`src/logic/pwm_sync_map.svh`:
```
`ifndef PWM_SYNC_MAP_SVH
`define PWM_SYNC_MAP_SVH

// register offsets on the plain register port
`define PRL_OFS    8'h00
`define PRH_OFS    8'h01
`define PHL_OFS    8'h02
`define PHH_OFS    8'h03
`define DCL_OFS    8'h04
`define DCH_OFS    8'h05
`define CTRL_OFS   8'h06
`define SYNC_OFS   8'h07
`define RISE_OFS   8'h08
`define FALL_OFS   8'h09
`define STAT_OFS   8'h0A
`define TBL_OFS    8'h0B
`define TBH_OFS    8'h0C

// field positions
`define CTRL_EN_BIT    0
`define CTRL_SKIP_BIT  1
`define SYNC_SEL_LSB   0
`define SYNC_SEL_MSB   1
`define SYNC_POFST_BIT 7

// reset values
`define BYTE_RST   8'h00
`define WORD_RST   16'h0000
`define ODD_RST    1'b1

`endif

```
`src/logic/pwm_sync_pkg.sv`:
```
package pwm_sync_pkg;

    typedef struct packed {
        logic d;
        logic c;
        logic b;
        logic a;
    } bridge_t;

    typedef struct packed {
        logic [7:0] addr;
        logic [7:0] wdata;
        logic       wr;
        logic       rd;
    } bus_req_t;

    typedef enum logic [1:0] {
        SK_IDLE  = 2'b01,
        SK_ARMED = 2'b10
    } skip_state_t;

endpackage

```
`src/logic/switch_mode_pwm_sync.sv`:
```
// Summary of operation
// - push-pull mode drives only A, B, C, D; no dead band, no steering.
// - A equals C and B equals D in push-pull mode.
// - odd periods: rise sets phases 0 and 2, fall clears them.
// - even periods: rise sets phases 1 and 3, fall clears them.
// - pulse skip: rise only when an enabled rise input is high at period.
// - qualified period: output A goes active at next synchronous rise.
// - pulse skip rise timing comes from the phase value pair.
// - pulse skip fall comes from duty match or enabled fall inputs, unqualified, clears A.
// - pulse skip drives output A only, no dead band, no steering.
// - master sync pulse makes a period event in each selecting slave.
// - sync source is chosen only among the other modules on this device.
// - a slave restarts its time base counter on sync, not own period.
// - slave reception enabled by slave source select bits.
// - phase offset set: sync from rise, period starts drive, 100% duty.
// - phase offset clear: sync from period event, late rise cuts duty.
// - slave events lag one clock for period source, two for rise source.
// - period bits 7..0 in period low byte, read/write, reset zero.
// - period bits 15..8 in period high byte, read/write, reset zero.
`timescale 1ns/1ns
`default_nettype none
`include "pwm_sync_map.svh"

module switch_mode_pwm_sync
    import pwm_sync_pkg::*;
#(
    parameter int NUM_PEERS  = 1, // other modules on this device
    parameter int NUM_INPUTS = 4  // asynchronous event inputs
)(
    input  wire logic                  i_core_clk,  // switching clock
    input  wire logic                  i_reset,     // sync, active high
    input  wire bus_req_t              i_bus,       // register request
    output var  logic [7:0]            o_rdata,     // read data
    input  wire logic [NUM_PEERS-1:0]  i_peer_sync, // peer sync pulses
    input  wire logic [NUM_INPUTS-1:0] i_rise_in,   // async rise sources
    input  wire logic [NUM_INPUTS-1:0] i_fall_in,   // async fall sources
    output var  bridge_t               o_bridge,    // bridge outputs
    output var  logic                  o_sync_out   // sync to peers
);

    generate
        if (NUM_PEERS < 1 || NUM_PEERS > 3 || NUM_INPUTS < 1 || NUM_INPUTS > 8)
        begin : g_bad
            $error("unsupported peer or input count");
        end
    endgenerate

    // selector 0 means no source; k picks peer k-1
    function automatic logic pick_peer(input logic [1:0] sel,
                                       input logic [NUM_PEERS-1:0] v);
        logic r;
        r = 1'b0;
        for (int k = 0; k < NUM_PEERS; k++)
        begin
            if (sel == 2'(k + 1))
                r = v[k];
        end
        return r;
    endfunction

    logic [7:0]            prl_reg;
    logic [7:0]            prh_reg;
    logic [7:0]            phl_reg;
    logic [7:0]            phh_reg;
    logic [7:0]            dcl_reg;
    logic [7:0]            dch_reg;
    logic [7:0]            ctrl_reg;
    logic [7:0]            sync_reg;
    logic [NUM_INPUTS-1:0] rise_en_reg;
    logic [NUM_INPUTS-1:0] fall_en_reg;
    logic [15:0]           tb_reg;
    logic                  odd_reg;
    logic [3:0]            phase_reg;
    skip_state_t           skip_reg;
    logic                  rise_d_reg;
    logic [7:0]            rdata_reg;
    logic                  sync_out_reg;
    logic [NUM_INPUTS-1:0] rise_s1_reg;
    logic [NUM_INPUTS-1:0] rise_s2_reg;
    logic [NUM_INPUTS-1:0] fall_s1_reg;
    logic [NUM_INPUTS-1:0] fall_s2_reg;

    logic [15:0] period;
    logic [15:0] phase;
    logic [15:0] duty;
    logic        en;
    logic        skip;
    logic        pofst;
    logic [1:0]  src_sel;
    logic        slave;
    logic        per_evt;
    logic        rise_match;
    logic        fall_evt;
    logic        set_evt;
    logic        qual;
    logic        cur_odd;

    assign period  = {prh_reg, prl_reg};
    assign phase   = {phh_reg, phl_reg};
    assign duty    = {dch_reg, dcl_reg};
    assign en      = ctrl_reg[`CTRL_EN_BIT];
    assign skip    = ctrl_reg[`CTRL_SKIP_BIT];
    assign pofst   = sync_reg[`SYNC_POFST_BIT];
    assign src_sel = sync_reg[`SYNC_SEL_MSB:`SYNC_SEL_LSB];

    // own sync output is never a source for this module
    assign slave   = en && (src_sel != 2'b00);
    // a slave takes its period event from the chosen peer only
    assign per_evt = en && (slave ? pick_peer(src_sel, i_peer_sync)
                                  : (tb_reg == period));
    assign rise_match = en && (tb_reg == phase);
    // period event starts the drive when the sync leaves from the rise
    assign set_evt = pofst ? per_evt : rise_match;
    assign qual    = |(rise_s2_reg & rise_en_reg);
    assign fall_evt = en && ((tb_reg == duty)
                             || |(fall_s2_reg & fall_en_reg));
    // parity in force after this cycle's period event
    assign cur_odd = per_evt ? ~odd_reg : odd_reg;

    // two flops before any logic sees the asynchronous inputs
    always_ff @(posedge i_core_clk)
    begin
        if (i_reset)
        begin
            rise_s1_reg <= '0;
            rise_s2_reg <= '0;
            fall_s1_reg <= '0;
            fall_s2_reg <= '0;
        end
        else
        begin
            rise_s1_reg <= i_rise_in;
            rise_s2_reg <= rise_s1_reg;
            fall_s1_reg <= i_fall_in;
            fall_s2_reg <= fall_s1_reg;
        end
    end

    // register writes
    always_ff @(posedge i_core_clk)
    begin
        if (i_reset)
        begin
            prl_reg     <= `BYTE_RST;
            prh_reg     <= `BYTE_RST;
            phl_reg     <= `BYTE_RST;
            phh_reg     <= `BYTE_RST;
            dcl_reg     <= `BYTE_RST;
            dch_reg     <= `BYTE_RST;
            ctrl_reg    <= `BYTE_RST;
            sync_reg    <= `BYTE_RST;
            rise_en_reg <= '0;
            fall_en_reg <= '0;
        end
        else if (i_bus.wr)
        begin
            case (i_bus.addr)
                `PRL_OFS:  prl_reg     <= i_bus.wdata;
                `PRH_OFS:  prh_reg     <= i_bus.wdata;
                `PHL_OFS:  phl_reg     <= i_bus.wdata;
                `PHH_OFS:  phh_reg     <= i_bus.wdata;
                `DCL_OFS:  dcl_reg     <= i_bus.wdata;
                `DCH_OFS:  dch_reg     <= i_bus.wdata;
                `CTRL_OFS: ctrl_reg    <= {6'h00, i_bus.wdata[1:0]};
                `SYNC_OFS: sync_reg    <= {i_bus.wdata[7], 5'h00,
                                           i_bus.wdata[1:0]};
                `RISE_OFS: rise_en_reg <= i_bus.wdata[NUM_INPUTS-1:0];
                `FALL_OFS: fall_en_reg <= i_bus.wdata[NUM_INPUTS-1:0];
                default:   ;
            endcase
        end
    end

    // read data stand one cycle after the strobe, zero otherwise
    always_ff @(posedge i_core_clk)
    begin
        if (i_reset || !i_bus.rd)
            rdata_reg <= 8'h00;
        else
        begin
            case (i_bus.addr)
                `PRL_OFS:  rdata_reg <= prl_reg;
                `PRH_OFS:  rdata_reg <= prh_reg;
                `PHL_OFS:  rdata_reg <= phl_reg;
                `PHH_OFS:  rdata_reg <= phh_reg;
                `DCL_OFS:  rdata_reg <= dcl_reg;
                `DCH_OFS:  rdata_reg <= dch_reg;
                `CTRL_OFS: rdata_reg <= ctrl_reg;
                `SYNC_OFS: rdata_reg <= sync_reg;
                `RISE_OFS: rdata_reg <= 8'(rise_en_reg);
                `FALL_OFS: rdata_reg <= 8'(fall_en_reg);
                `STAT_OFS: rdata_reg <= {2'b00, skip_reg == SK_ARMED,
                                         phase_reg, odd_reg};
                `TBL_OFS:  rdata_reg <= tb_reg[7:0];
                `TBH_OFS:  rdata_reg <= tb_reg[15:8];
                default:   rdata_reg <= 8'h00;
            endcase
        end
    end

    // time base; a slave wraps only on the peer sync
    always_ff @(posedge i_core_clk)
    begin
        if (i_reset || !en)
            tb_reg <= `WORD_RST;
        else if (per_evt)
            tb_reg <= `WORD_RST;
        else
            tb_reg <= tb_reg + 16'h0001;
    end

    always_ff @(posedge i_core_clk)
    begin
        if (i_reset || !en)
            odd_reg <= `ODD_RST;
        else if (per_evt)
            odd_reg <= ~odd_reg;
    end

    // pulse skip qualifier: armed at a qualified period, spent at next rise
    always_ff @(posedge i_core_clk)
    begin
        if (i_reset || !en || !skip)
            skip_reg <= SK_IDLE;
        else
        begin
            case (skip_reg)
                SK_IDLE:
                    if (per_evt && qual)
                        skip_reg <= SK_ARMED;
                SK_ARMED:
                    if (set_evt)
                        skip_reg <= SK_IDLE;
                default:
                    skip_reg <= SK_IDLE;
            endcase
        end
    end

    // drive phases; a fall in the same cycle as a rise wins (zero duty)
    always_ff @(posedge i_core_clk)
    begin
        if (i_reset || !en)
            phase_reg <= 4'h0;
        else if (skip)
        begin
            phase_reg[3:1] <= 3'b000;
            if (fall_evt)
                phase_reg[0] <= 1'b0;
            else if (skip_reg == SK_ARMED && set_evt)
                phase_reg[0] <= 1'b1;
        end
        else if (cur_odd)
        begin
            // the other pair is dropped so the bridge never shoots through
            // fall is tested first so a duty equal to phase gives no pulse
            if (fall_evt)
                phase_reg <= phase_reg & 4'b1010;
            else if (set_evt)
                phase_reg <= 4'b0101;
        end
        else
        begin
            if (fall_evt)
                phase_reg <= phase_reg & 4'b0101;
            else if (set_evt)
                phase_reg <= 4'b1010;
        end
    end

    // the rise source takes one extra stage, giving the two-clock skid
    always_ff @(posedge i_core_clk)
    begin
        if (i_reset)
            rise_d_reg <= 1'b0;
        else
            rise_d_reg <= rise_match;
    end

    always_ff @(posedge i_core_clk)
    begin
        if (i_reset || !en)
            sync_out_reg <= 1'b0;
        else
            sync_out_reg <= pofst ? rise_d_reg : per_evt;
    end

    // A and C sit on phase flops 0 and 2, B and D on 1 and 3; push-pull sets and clears each pair together
    assign o_bridge.a  = phase_reg[0];
    assign o_bridge.b  = phase_reg[1];
    assign o_bridge.c  = phase_reg[2];
    assign o_bridge.d  = phase_reg[3];
    assign o_rdata     = rdata_reg;
    assign o_sync_out  = sync_out_reg;
endmodule
`default_nettype wire

```
`config.mk`:
```
export PLATFORM = sky130hd
export DESIGN_NAME = switch_mode_pwm_sync
export DESIGN_NICKNAME = d
export VERILOG_FILES = /design/src/logic/pwm_sync_pkg.sv /design/src/logic/switch_mode_pwm_sync.sv
export VERILOG_INCLUDE_DIRS = /design/src /design/src/logic
export SDC_FILE = /design/constraint.sdc
export NUM_CORES = 1
export LEC_CHECK = 0
export BUFFER_PORTS_ARGS = -buffer_cell sky130_fd_sc_hd__clkbuf_2
export CAP_MARGIN = 5
export CORE_MARGIN = 2
export CORE_UTILIZATION = 43
export DETAILED_ROUTE_END_ITERATION = 8
export PLACE_DENSITY_LB_ADDON = 0.08
export SLEW_MARGIN = 20
export SYNTH_ARGS = -nofsm -noshare
export SYNTH_HDL_FRONTEND = slang
export SYNTH_SLANG_ARGS = --single-unit
```
`constraint.sdc`:
```
create_clock -name i_core_clk -period 2.59 [get_ports i_core_clk]
set_input_delay 0.1295 -clock i_core_clk [delete_from_list [all_inputs] [get_ports i_core_clk]]
set_output_delay 0.1295 -clock i_core_clk [all_outputs]
set_load 0.01 [all_outputs]
```
==> impl_metrics.csv, run 1 <==
group,metric,value,unit
routing,route.met3.wl,1100,microns
logic_synthesis,synth_seq_area_share,0.416,
clock_network,clk_pin_slew,0.08,ns
hold_path,worstHoldPathType,"in -> reg",
final_layout,n_antenna_cell,0,
final_layout,largest_register_ffs,16,
logic_synthesis,syn_area,5250,sq um
routing,maxUsedRoutingLayer,"met4",
setup_path,worstPathMaxFanout,7,
die,start_util,0.439,
die,die_y,114,microns
timing,tns,0,ns
setup_path,cp.arrival,2.63,ns
timing,setup_viol,0,
placement,dp.final_hpwl,12300,microns
global_routing,antenna_found_initial,0,
routing,ant_nets,0,
global_routing,grt_pass1_wl,25700,microns
logic_synthesis,synthTopCellsByArea,"dfxtp_1 (42%), mux2i_1 (6.5%), xnor2_1 (6.2%)",
setup_path,rr_endpoint,"o_bridge[2]$_SDFFE_PP0P_",
final_layout,area_growth,13.5,%
setup_path,slowest_delay,0.57,ns
placement,place_inst,755,
final_layout,final_layout_size_suffix_gt1_frac,0.168,
logic_synthesis,yosysWarnings,0,
clock_network,cts.sink_count,109,
final_layout,nets,657,
logic_synthesis,postSynthCellCount,591,
clock_network,clk_path_buf_depth,2,
die,rows,40,
timing,worst_hold_slack,0.0805,ns
setup_path,start_kind,"flip-flop",
timing,finalClockSkew,0.0114,ns
clock_network,htreeDepth,3,
logic_synthesis,syn-mean-instance-area,8.88,sq um
setup_path,slowest_stage,"dfxtp_1",
placement,numPortBuffers,41,
setup_path,r2r_cells,7,
clock_network,numCtsBuffers,9,
timing,finalHoldViolCount,0,
routing,dr_total_vias,4467,
global_routing,grt_max_degree,59,
logic_synthesis,async_flop_share,0,
job,drv_cap,0,
setup_path,crit_type,"reg -> reg",
logic_synthesis,synth_top_area_share,0.416,
setup_path,cp_cell_sequence,"xor2_1 -> nor4_1 -> nand4_1 -> o21a_1 -> o22ai_2 -> a21oi_1 -> nor4_1",
setup_path,crit_top_cell,"nor4_1",
clock_network,cts-root-buf,"clkbuf_16",
routing,wl_per_cell,21.0,microns
logic_synthesis,synth-seq-cells,109,
timing,slew_headroom,0.566,
final_layout,final_cell_mix,"dfxtp_1 (109), nand2_1 (63), nor2_1 (61), clkbuf_2 (41)",
routing,viasPerCell,5.73,
clock_network,cts_setup_buffers,0,
pwr,power,3.19,mW
pwr,p_leak,2.39,nW
die,die_area,13100,sq um
final_layout,layout_commonest_cell,"dfxtp_1",
timing,rsz0062_at_grt,"false",
pwr,powerDensity,536,nW/um^2
setup_path,crit_cells,7,
routing,wl,16300,microns
setup_path,cp_top_family,"simple AND/OR/NAND/NOR gates",
final_layout,final_cells,779,
logic_synthesis,synth_edf_count,0,
timing,fin_crit,2.37,ns
logic_synthesis,ys.flop_type,"dfxtp_1",
timing,drv_slew,0,
die,io_pins,42,
clock_network,cts_resized,0,
clock_network,clk_latency,0.36,ns
routing,wl_met2,7270,microns
setup_path,r2r_start,"tb_reg[3]$_SDFF_PP0_",
logic_synthesis,synth_nets,621,
die,core,12000,sq um
clock_network,cts_tree,"yes",
routing,first_iter_violations,407,
setup_path,reg2reg_slack,0.22,ns
logic_synthesis,synth_top_area_cell,"dfxtp_1",
global_routing,grt.overflow.total,0,
logic_synthesis,synthDistinctLibCells,52,
timing,post-route-period-util,0.914,
setup_path,cp_num_buf_inv,0,
clock_network,holdBufCountCts,8,
routing,drcViolationCount,0,
global_routing,grt.total_usage,0.265,
routing,wl_met1,7600,microns
routing,drtPass1Iterations,5,
pwr,ir_drop,0.469,mV
setup_path,crit_path_end_kind,"flip-flop",
setup_path,cp-startpoint,"tb_reg[3]$_SDFF_PP0_",
die,die-width,114,microns
timing,fmax,422,MHz
timing,tightest_slew,0.651,ns
placement,place_congestion,0.996,
setup_path,cp.required,2.85,ns
global_routing,grt_pass1_vias,4290,
status,outcome,"finished clean",
setup_path,setup.worst_path.end,"o_bridge[2]$_SDFFE_PP0P_",
cells by family (layout without fill, tap and decap cells):
family,count (synthesis),count (layout),share of synthesized area
compound gates,92,92,0.119
fa+ha+maj,1,1,0.00238
simple gates,236,236,0.224
buf+inv,47,88,0.0429
flops,109,109,0.416
mux,44,44,0.0928
xor+xnor,62,62,0.104
synth_stat cells, types with 3 or more instances:
cell,instances
and3_1,6
clkbuf_1,18
a31oi_1,6
nor3_1,4
a21oi_2,8
xnor2_1,37
nor2_1,61
xor2_1,25
nand3_1,37
a222oi_1,4
mux2_2,7
nand2b_1,5
dfxtp_1,109
o21ai_0,7
a221oi_1,7
nand2_1,63
nor4_1,8
nor3b_1,3
nand4_1,12
and2_1,4
nor2b_1,22
mux4_2,3
mux2i_1,34
a21oi_1,33
a22oi_1,14
buf_2,21
metal layers:
| layer | vias to the layer above | track usage |
|---|---|---|
| met4 | 0 | 0.0772 |
| li1 | 2123 | - |
| met2 | 176 | 0.396 |
| met3 | 24 | 0.0551 |
| met5 | - | 0 |
| met1 | 2144 | 0.386 |
worst min-delay path: stages:
cell and delay (ns):
clkbuf_2 0.13, nand2_1 0.09, a21oi_2 0.05
metrics by stage:
step	area, sq um	setup WS (ns)	util
detailed placement	5580	0.203	0.467
finish	5950	0.223	0.498
floorplan	5250	0.710	-
CTS	5950	0.155	0.498
global placement	5580	0.270	0.467
global route	5950	0.0408	0.498
how the worst min path moves through the flow:
stage	from	to	slack [ns]	depth (start not counted)
2_1_floorplan	i_fall_in[0]	fall_s1_reg[0]$_SDFF_PP0_	0.26	1
3_3_place_gp	i_rise_in[2]	rise_s1_reg[2]$_SDFF_PP0_	0.34	2
3_5_place_dp	i_fall_in[0]	fall_s1_reg[0]$_SDFF_PP0_	0.35	2
4_1_cts	i_bus[6]	prh_reg[4]$_SDFFE_PP0P_	0.07	3
5_1_grt	i_bus[6]	prh_reg[4]$_SDFFE_PP0P_	0.1	3
6_report	i_bus[6]	prh_reg[4]$_SDFFE_PP0P_	0.08	3
final cells by class:
class / instances / area [sq um]
multi-input cells: 435 / 2840
repair buffers: 70 / 443
clock inverters: 6 / 52.6
well taps: 147 / 184
flip-flops and latches: 109 / 2180
clock buffers: 10 / 239
fillers: 1175 / 6010
inverters: 2 / 7.51
where the power goes:
part | total (mW) | internal, mW | switching (mW)
combinational | 0.144 | 0.0495 | 0.0950
sequential | 1.69 | 1.69 | 0.00402
clock | 1.35 | 0.696 | 0.656
total | 3.19 | 2.43 | 0.755
(Power assumes the default switching activity.)
==> run 2: changes to the inputs <==
==> constraint.sdc (replaced) <==
create_clock -name i_core_clk -period 1.9 [get_ports i_core_clk]
set_input_delay 0.57 -clock i_core_clk [delete_from_list [all_inputs] [get_ports i_core_clk]]
set_output_delay 0.57 -clock i_core_clk [all_outputs]
set_load 0.01 [all_outputs]
==> run 2 against run 1 <==
  * Wire length grew 8.2%
  * The run now ends with negative setup slack left
  * Highest routed layer unchanged
  * Clock-buffer cell count is 1 higher
  * Maximum frequency increased by 14%
  * Die area did not move
==> impl_metrics.csv, run 2 (same netlist as run 1, synthesis figures left out) <==
group,metric,value,unit
clock_network,numCtsBuffers,9,
setup_path,cp.arrival,2.35,ns
final_layout,post-route-util,0.607,
setup_path,r2r_start,"prl_reg[4]$_SDFFE_PP0P_",
timing,fin_crit,2.08,ns
hold_path,worstHoldPathType,"in -> reg",
job,drv_cap,0,
final_layout,final_cells,900,
pwr,power,4.49,mW
global_routing,grt_max_degree,39,
clock_network,clk_latency,0.37,ns
clock_network,clk_path_buf_depth,2,
placement,dpl-instance-area,6460,sq um
setup_path,cp.required,2.17,ns
routing,wl,17700,microns
timing,rsz0062_at_grt,"true",
hold_path,holdCritStartpoint,"i_fall_in[2]",
clock_network,htreeDepth,3,
routing,viasPerCell,5.39,
routing,wl_met1,8190,microns
global_routing,grt.total_usage,0.278,
die,rows,40,
timing,drv_slew,0,
setup_path,cp-startpoint,"prl_reg[4]$_SDFFE_PP0P_",
routing,ant_nets,0,
routing,first_iter_violations,505,
final_layout,final_cell_mix,"buf_4 (132), dfxtp_1 (94), nor2_1 (54), nand2_1 (51), clkbuf_2 (40)",
routing,drtPass1Iterations,5,
routing,route.met3.wl,958,microns
final_layout,n_antenna_cell,0,
clock_network,cts.sink_count,109,
timing,worst_slack,-0.176,ns
timing,fmax,482,MHz
die,die_area,13100,sq um
global_routing,grt_pass1_vias,4573,
setup_path,worstPathMaxFanout,5,
global_routing,grt.overflow.total,0,
routing,drcViolationCount,0,
die,die-width,114,microns
setup_path,start_kind,"flip-flop",
routing,maxUsedRoutingLayer,"met4",
routing,dr_total_vias,4852,
die,start_util,0.439,
timing,finalClockSkew,0.00954,ns
final_layout,layout_commonest_cell,"buf_4",
global_routing,antenna_found_initial,0,
pwr,powerDensity,618,nW/um^2
die,io_pins,42,
pwr,ir_drop,0.429,mV
final_layout,final_layout_size_suffix_gt1_frac,0.388,
clock_network,holdBufCountCts,0,
die,die_y,114,microns
clock_network,cts_tree,"yes",
routing,wl_per_cell,19.7,microns
placement,dp.final_hpwl,13600,microns
setup_path,crit_type,"reg -> reg",
die,core,12000,sq um
setup_path,crit_path_end_kind,"flip-flop",
final_layout,nets,778,
final_layout,area_growth,38.3,%
timing,slew_headroom,0.611,
routing,wl_met2,8080,microns
final_layout,largest_register_ffs,16,
placement,place_congestion,0.992,
timing,worst_hold_slack,0.420,ns
global_routing,grt_pass1_wl,26600,microns
final_layout,fin_area,7260,sq um
timing,tightest_slew,0.584,ns
timing,setup_viol,22,
clock_network,clk_pin_slew,0.07,ns
status,outcome,"finished with violations",
status,failed_checks,"negative setup slack",
clock_network,cts-root-buf,"clkbuf_16",
pwr,p_leak,3.11,nW
timing,post-route-period-util,1.09,
timing,finalHoldViolCount,0,
placement,numPortBuffers,41,
placement,place_inst,864,
-- run 2: cell count changes in the layout (fill, tap and decap cells not counted), moves of 7 or more --
cell,previous run,this run
dlygate4sd3_1,8,0
buf_4,21,132
dfxtp_1,109,94
buf_6,0,12
nand2_1,63,51
dfxtp_2,0,13
nor2_1,61,54
nand2_2,0,11
-- run 2: worst max-delay path, cell delays in order (launching register included) --
cell and delay (ns):
dfxtp_2 0.32, xor2_1 0.16, nor4_2 0.30, buf_4 0.16, nand4_1 0.15, buf_4 0.19, mux2i_2 0.15, and2_4 0.17
and3_1 0.15, nor4_2 0.24
-- run 2: final timing paths --
path                                             endpoint  slack, ns  depth (start not counted)
worst max register to register   o_bridge[2]$_SDFFE_PP0P_      -0.18                          9
worst min-delay path            fall_s1_reg[2]$_SDFF_PP0_       0.42                          2
worst max-delay path             o_bridge[2]$_SDFFE_PP0P_      -0.18                          9
worst min register to register  fall_s2_reg[1]$_SDFF_PP0_       0.44                          1
-- run 2: cell type report --
| class | instances | area, sq um |
|---|---|---|
| Clock buffer | 11 | 233 |
| Clock inverter | 5 | 58.8 |
| Fill cell | 1091 | 4710 |
| Inverter | 2 | 7.51 |
| Multi-Input combinational cell | 435 | 3100 |
| Sequential cell | 109 | 2210 |
| Tap cell | 147 | 184 |
| Timing Repair Buffer | 191 | 1470 |
-- run 2: what timing repair did --
item / 4_1_cts / 5_1_grt
setup buffers: 4 / 16
setup endpoints to repair: 40 / 72
resized for setup: 25 / 58
pin swaps: 6 / 34
gates cloned: 0 / 1
-- run 2: stage by stage --
| step | setup TNS, ns | setup slack [ns] |
|---|---|---|
| 6_report | -2.63 | -0.176 |
| 5_1_grt | -4.79 | -0.261 |
| 4_1_cts | -1.93 | -0.182 |
| 3_5_place_dp | -24.63 | -0.532 |
| 3_3_place_gp | -23.80 | -0.512 |
| 2_1_floorplan | -4.75 | -0.254 |
-- run 2: power breakdown --
part           switching (mW)  total, mW  internal (mW)
sequential            0.00524       2.30           2.30
clock                   0.905       1.93           1.03
combinational           0.152      0.250         0.0982
-- run 2: layer usage --
layer | global-route usage | vias to the layer above
met5 | 0 | -
li1 | - | 2366
met4 | 0.0976 | 0
met3 | 0.0561 | 28
met1 | 0.390 | 2316
met2 | 0.424 | 142
==> run 3: changes to the inputs <==
--- a/config.mk
+++ b/config.mk
@@ -12,6 +12,7 @@
 export CORE_UTILIZATION = 43
 export DETAILED_ROUTE_END_ITERATION = 8
 export PLACE_DENSITY_LB_ADDON = 0.08
+export SKIP_CTS_REPAIR_TIMING = 1
 export SLEW_MARGIN = 20
 export SYNTH_ARGS = -nofsm -noshare
 export SYNTH_HDL_FRONTEND = slang
==> constraint.sdc (replaced) <==
create_clock -name i_core_clk -period 2 [get_ports i_core_clk]
set_input_delay 0.6 -clock i_core_clk [delete_from_list [all_inputs] [get_ports i_core_clk]]
set_output_delay 0.6 -clock i_core_clk [all_outputs]
set_load 0.01 [all_outputs]
==> run 3 against run 2 <==
  * The flow still finishes with violations (negative setup slack)
  * Core utilization fell by 3.3 points
  * Flip-flop and latch count did not move
  * Total power decreased by 5.9%
  * Cell count fell by 2.6%
  * Highest routed layer unchanged
==> impl_metrics.csv, run 3 (same netlist as run 1, synthesis figures left out) <==
group,metric,value,unit
placement,dp.final_hpwl,12900,microns
global_routing,grt_pass1_wl,25900,microns
global_routing,antenna_found_initial,0,
setup_path,worstPathMaxFanout,4,
die,die_y,114,microns
setup_path,cp.arrival,2.38,ns
pwr,p_leak,2.95,nW
pwr,ir_drop,0.377,mV
clock_network,cts-root-buf,"clkbuf_16",
placement,numPortBuffers,41,
job,drv_cap,0,
clock_network,clk_path_buf_depth,2,
timing,worst_slack,-0.159,ns
final_layout,fin_area,6870,sq um
final_layout,layout_commonest_cell,"buf_4",
clock_network,cts_tree,"yes",
setup_path,r2r_cells,9,
global_routing,grt.total_usage,0.265,
die,die-width,114,microns
routing,wl_per_cell,19.0,microns
final_layout,final_layout_size_suffix_gt1_frac,0.327,
final_layout,fillers,1109,
routing,dr_total_vias,4800,
global_routing,grt.overflow.total,0,
timing,setup_viol,20,
clock_network,numCtsBuffers,9,
die,io_pins,42,
setup_path,cp_cell_sequence,"xor2_1 -> nor4_1 -> buf_4 -> nand4_1 -> buf_6 -> o21a_4 -> nand2b_4 -> nor4b_4 -> o211ai_1",
final_layout,largest_register_ffs,16,
placement,dpl-instance-area,6400,sq um
setup_path,cp.required,2.23,ns
setup_path,cp-startpoint,"tb_reg[10]$_SDFF_PP0_",
die,core,12000,sq um
pwr,powerDensity,614,nW/um^2
die,start_util,0.439,
final_layout,multi_input_area,2970,sq um
final_layout,n_antenna_cell,0,
setup_path,r2r_start,"tb_reg[10]$_SDFF_PP0_",
routing,wl,16700,microns
timing,finalClockSkew,0.00685,ns
final_layout,area_growth,30.9,%
routing,viasPerCell,5.47,
setup_path,crit_type,"reg -> reg",
timing,fmax,463,MHz
setup_path,slowest_delay,0.37,ns
final_layout,nets,756,
timing,post-route-period-util,1.08,
setup_path,slowest_stage,"dfxtp_4",
status,outcome,"finished with violations",
setup_path,reg2reg_slack,-0.16,ns
global_routing,grt_pass1_vias,4678,
status,failed_checks,"negative setup slack",
timing,slew_headroom,0.604,
pwr,power,4.22,mW
timing,tightest_slew,0.594,ns
timing,drv_slew,0,
final_layout,seqCellArea,2190,sq um
die,rows,40,
final_layout,final_cell_mix,"buf_4 (120), dfxtp_1 (101), nand2_1 (61), nor2_1 (55), clkbuf_2 (41)",
placement,place_congestion,0.909,
routing,drtPass1Iterations,5,
setup_path,setup.worst_path.end,"skip_reg[0]$_SDFFE_PP1P_",
setup_path,start_kind,"flip-flop",
clock_network,clk_pin_slew,0.07,ns
setup_path,rr_endpoint,"skip_reg[0]$_SDFFE_PP1P_",
hold_path,worstHoldPathType,"reg -> reg",
routing,ant_nets,0,
timing,finalHoldViolCount,0,
setup_path,crit_path_end_kind,"flip-flop",
clock_network,cts.sink_count,109,
routing,drcViolationCount,0,
routing,first_iter_violations,347,
global_routing,grt_max_degree,34,
clock_network,htreeDepth,3,
timing,fin_crit,2.16,ns
clock_network,clk_latency,0.36,ns
die,die_area,13100,sq um
timing,rsz0062_at_grt,"true",
## run 3: through the flow
step / worst slack (ns) / util / cells / hold slack [ns] / setup TNS [ns]
after CTS: -0.305 / 0.560 / 872 / 0.442 / -4.15
final: -0.159 / 0.574 / 877 / 0.440 / -0.911
after global placement: -0.400 / 0.535 / 857 / 0.419 / -19.62
after global routing: -0.258 / 0.574 / 877 / 0.449 / -3.07
after detailed placement: -0.423 / 0.535 / 857 / 0.425 / -21.46
after floorplan: -0.184 / - / 591 / 0.414 / -2.84
## run 3: layout make-up
class,count,area share
tap,147,0.0268
sequential,109,0.320
inverter,2,0.00109
multi-input combinational,435,0.432
timing repair buffer,169,0.178
clock inverter,4,0.00711
clock buffer,11,0.0353
## run 3: how the worst min path moves through the flow
stage	from	to	slack, ns	cells past startpoint
after global placement	fall_s1_reg[2]$_SDFF_PP0_	fall_s2_reg[2]$_SDFF_PP0_	0.42	1
after CTS	fall_s1_reg[3]$_SDFF_PP0_	fall_s2_reg[3]$_SDFF_PP0_	0.44	1
final	rise_s1_reg[2]$_SDFF_PP0_	rise_s2_reg[2]$_SDFF_PP0_	0.44	1
after floorplan	fall_s1_reg[0]$_SDFF_PP0_	fall_s2_reg[0]$_SDFF_PP0_	0.41	1
after detailed placement	fall_s1_reg[3]$_SDFF_PP0_	fall_s2_reg[3]$_SDFF_PP0_	0.43	1
after global routing	i_fall_in[0]	fall_s1_reg[0]$_SDFF_PP0_	0.45	2
## run 3: power breakdown
group	switching, mW	internal, mW	total (mW)
clock network	0.807	0.998	1.80
logic	0.137	0.0900	0.227
registers	0.00459	2.18	2.19
total	0.948	3.27	4.22
## run 3: critical path, delay by kind of cell (launching register included)
family / cells / cell delay (ns)
AND/OR/NAND/NOR: 4 / 0.88
AO/OA/AOI/OAI: 2 / 0.31
buffers and inverters: 2 / 0.32
flip-flops: 1 / 0.37
XOR/XNOR: 1 / 0.14
## run 3: routing by layer
layer  up-vias  wire (microns)  global-route usage
met5         -               0                   0
met4         0             438               0.102
met3        37            1050              0.0582
met2       155            7360               0.392
met1      2279            7860               0.377
li1       2329               -                   -
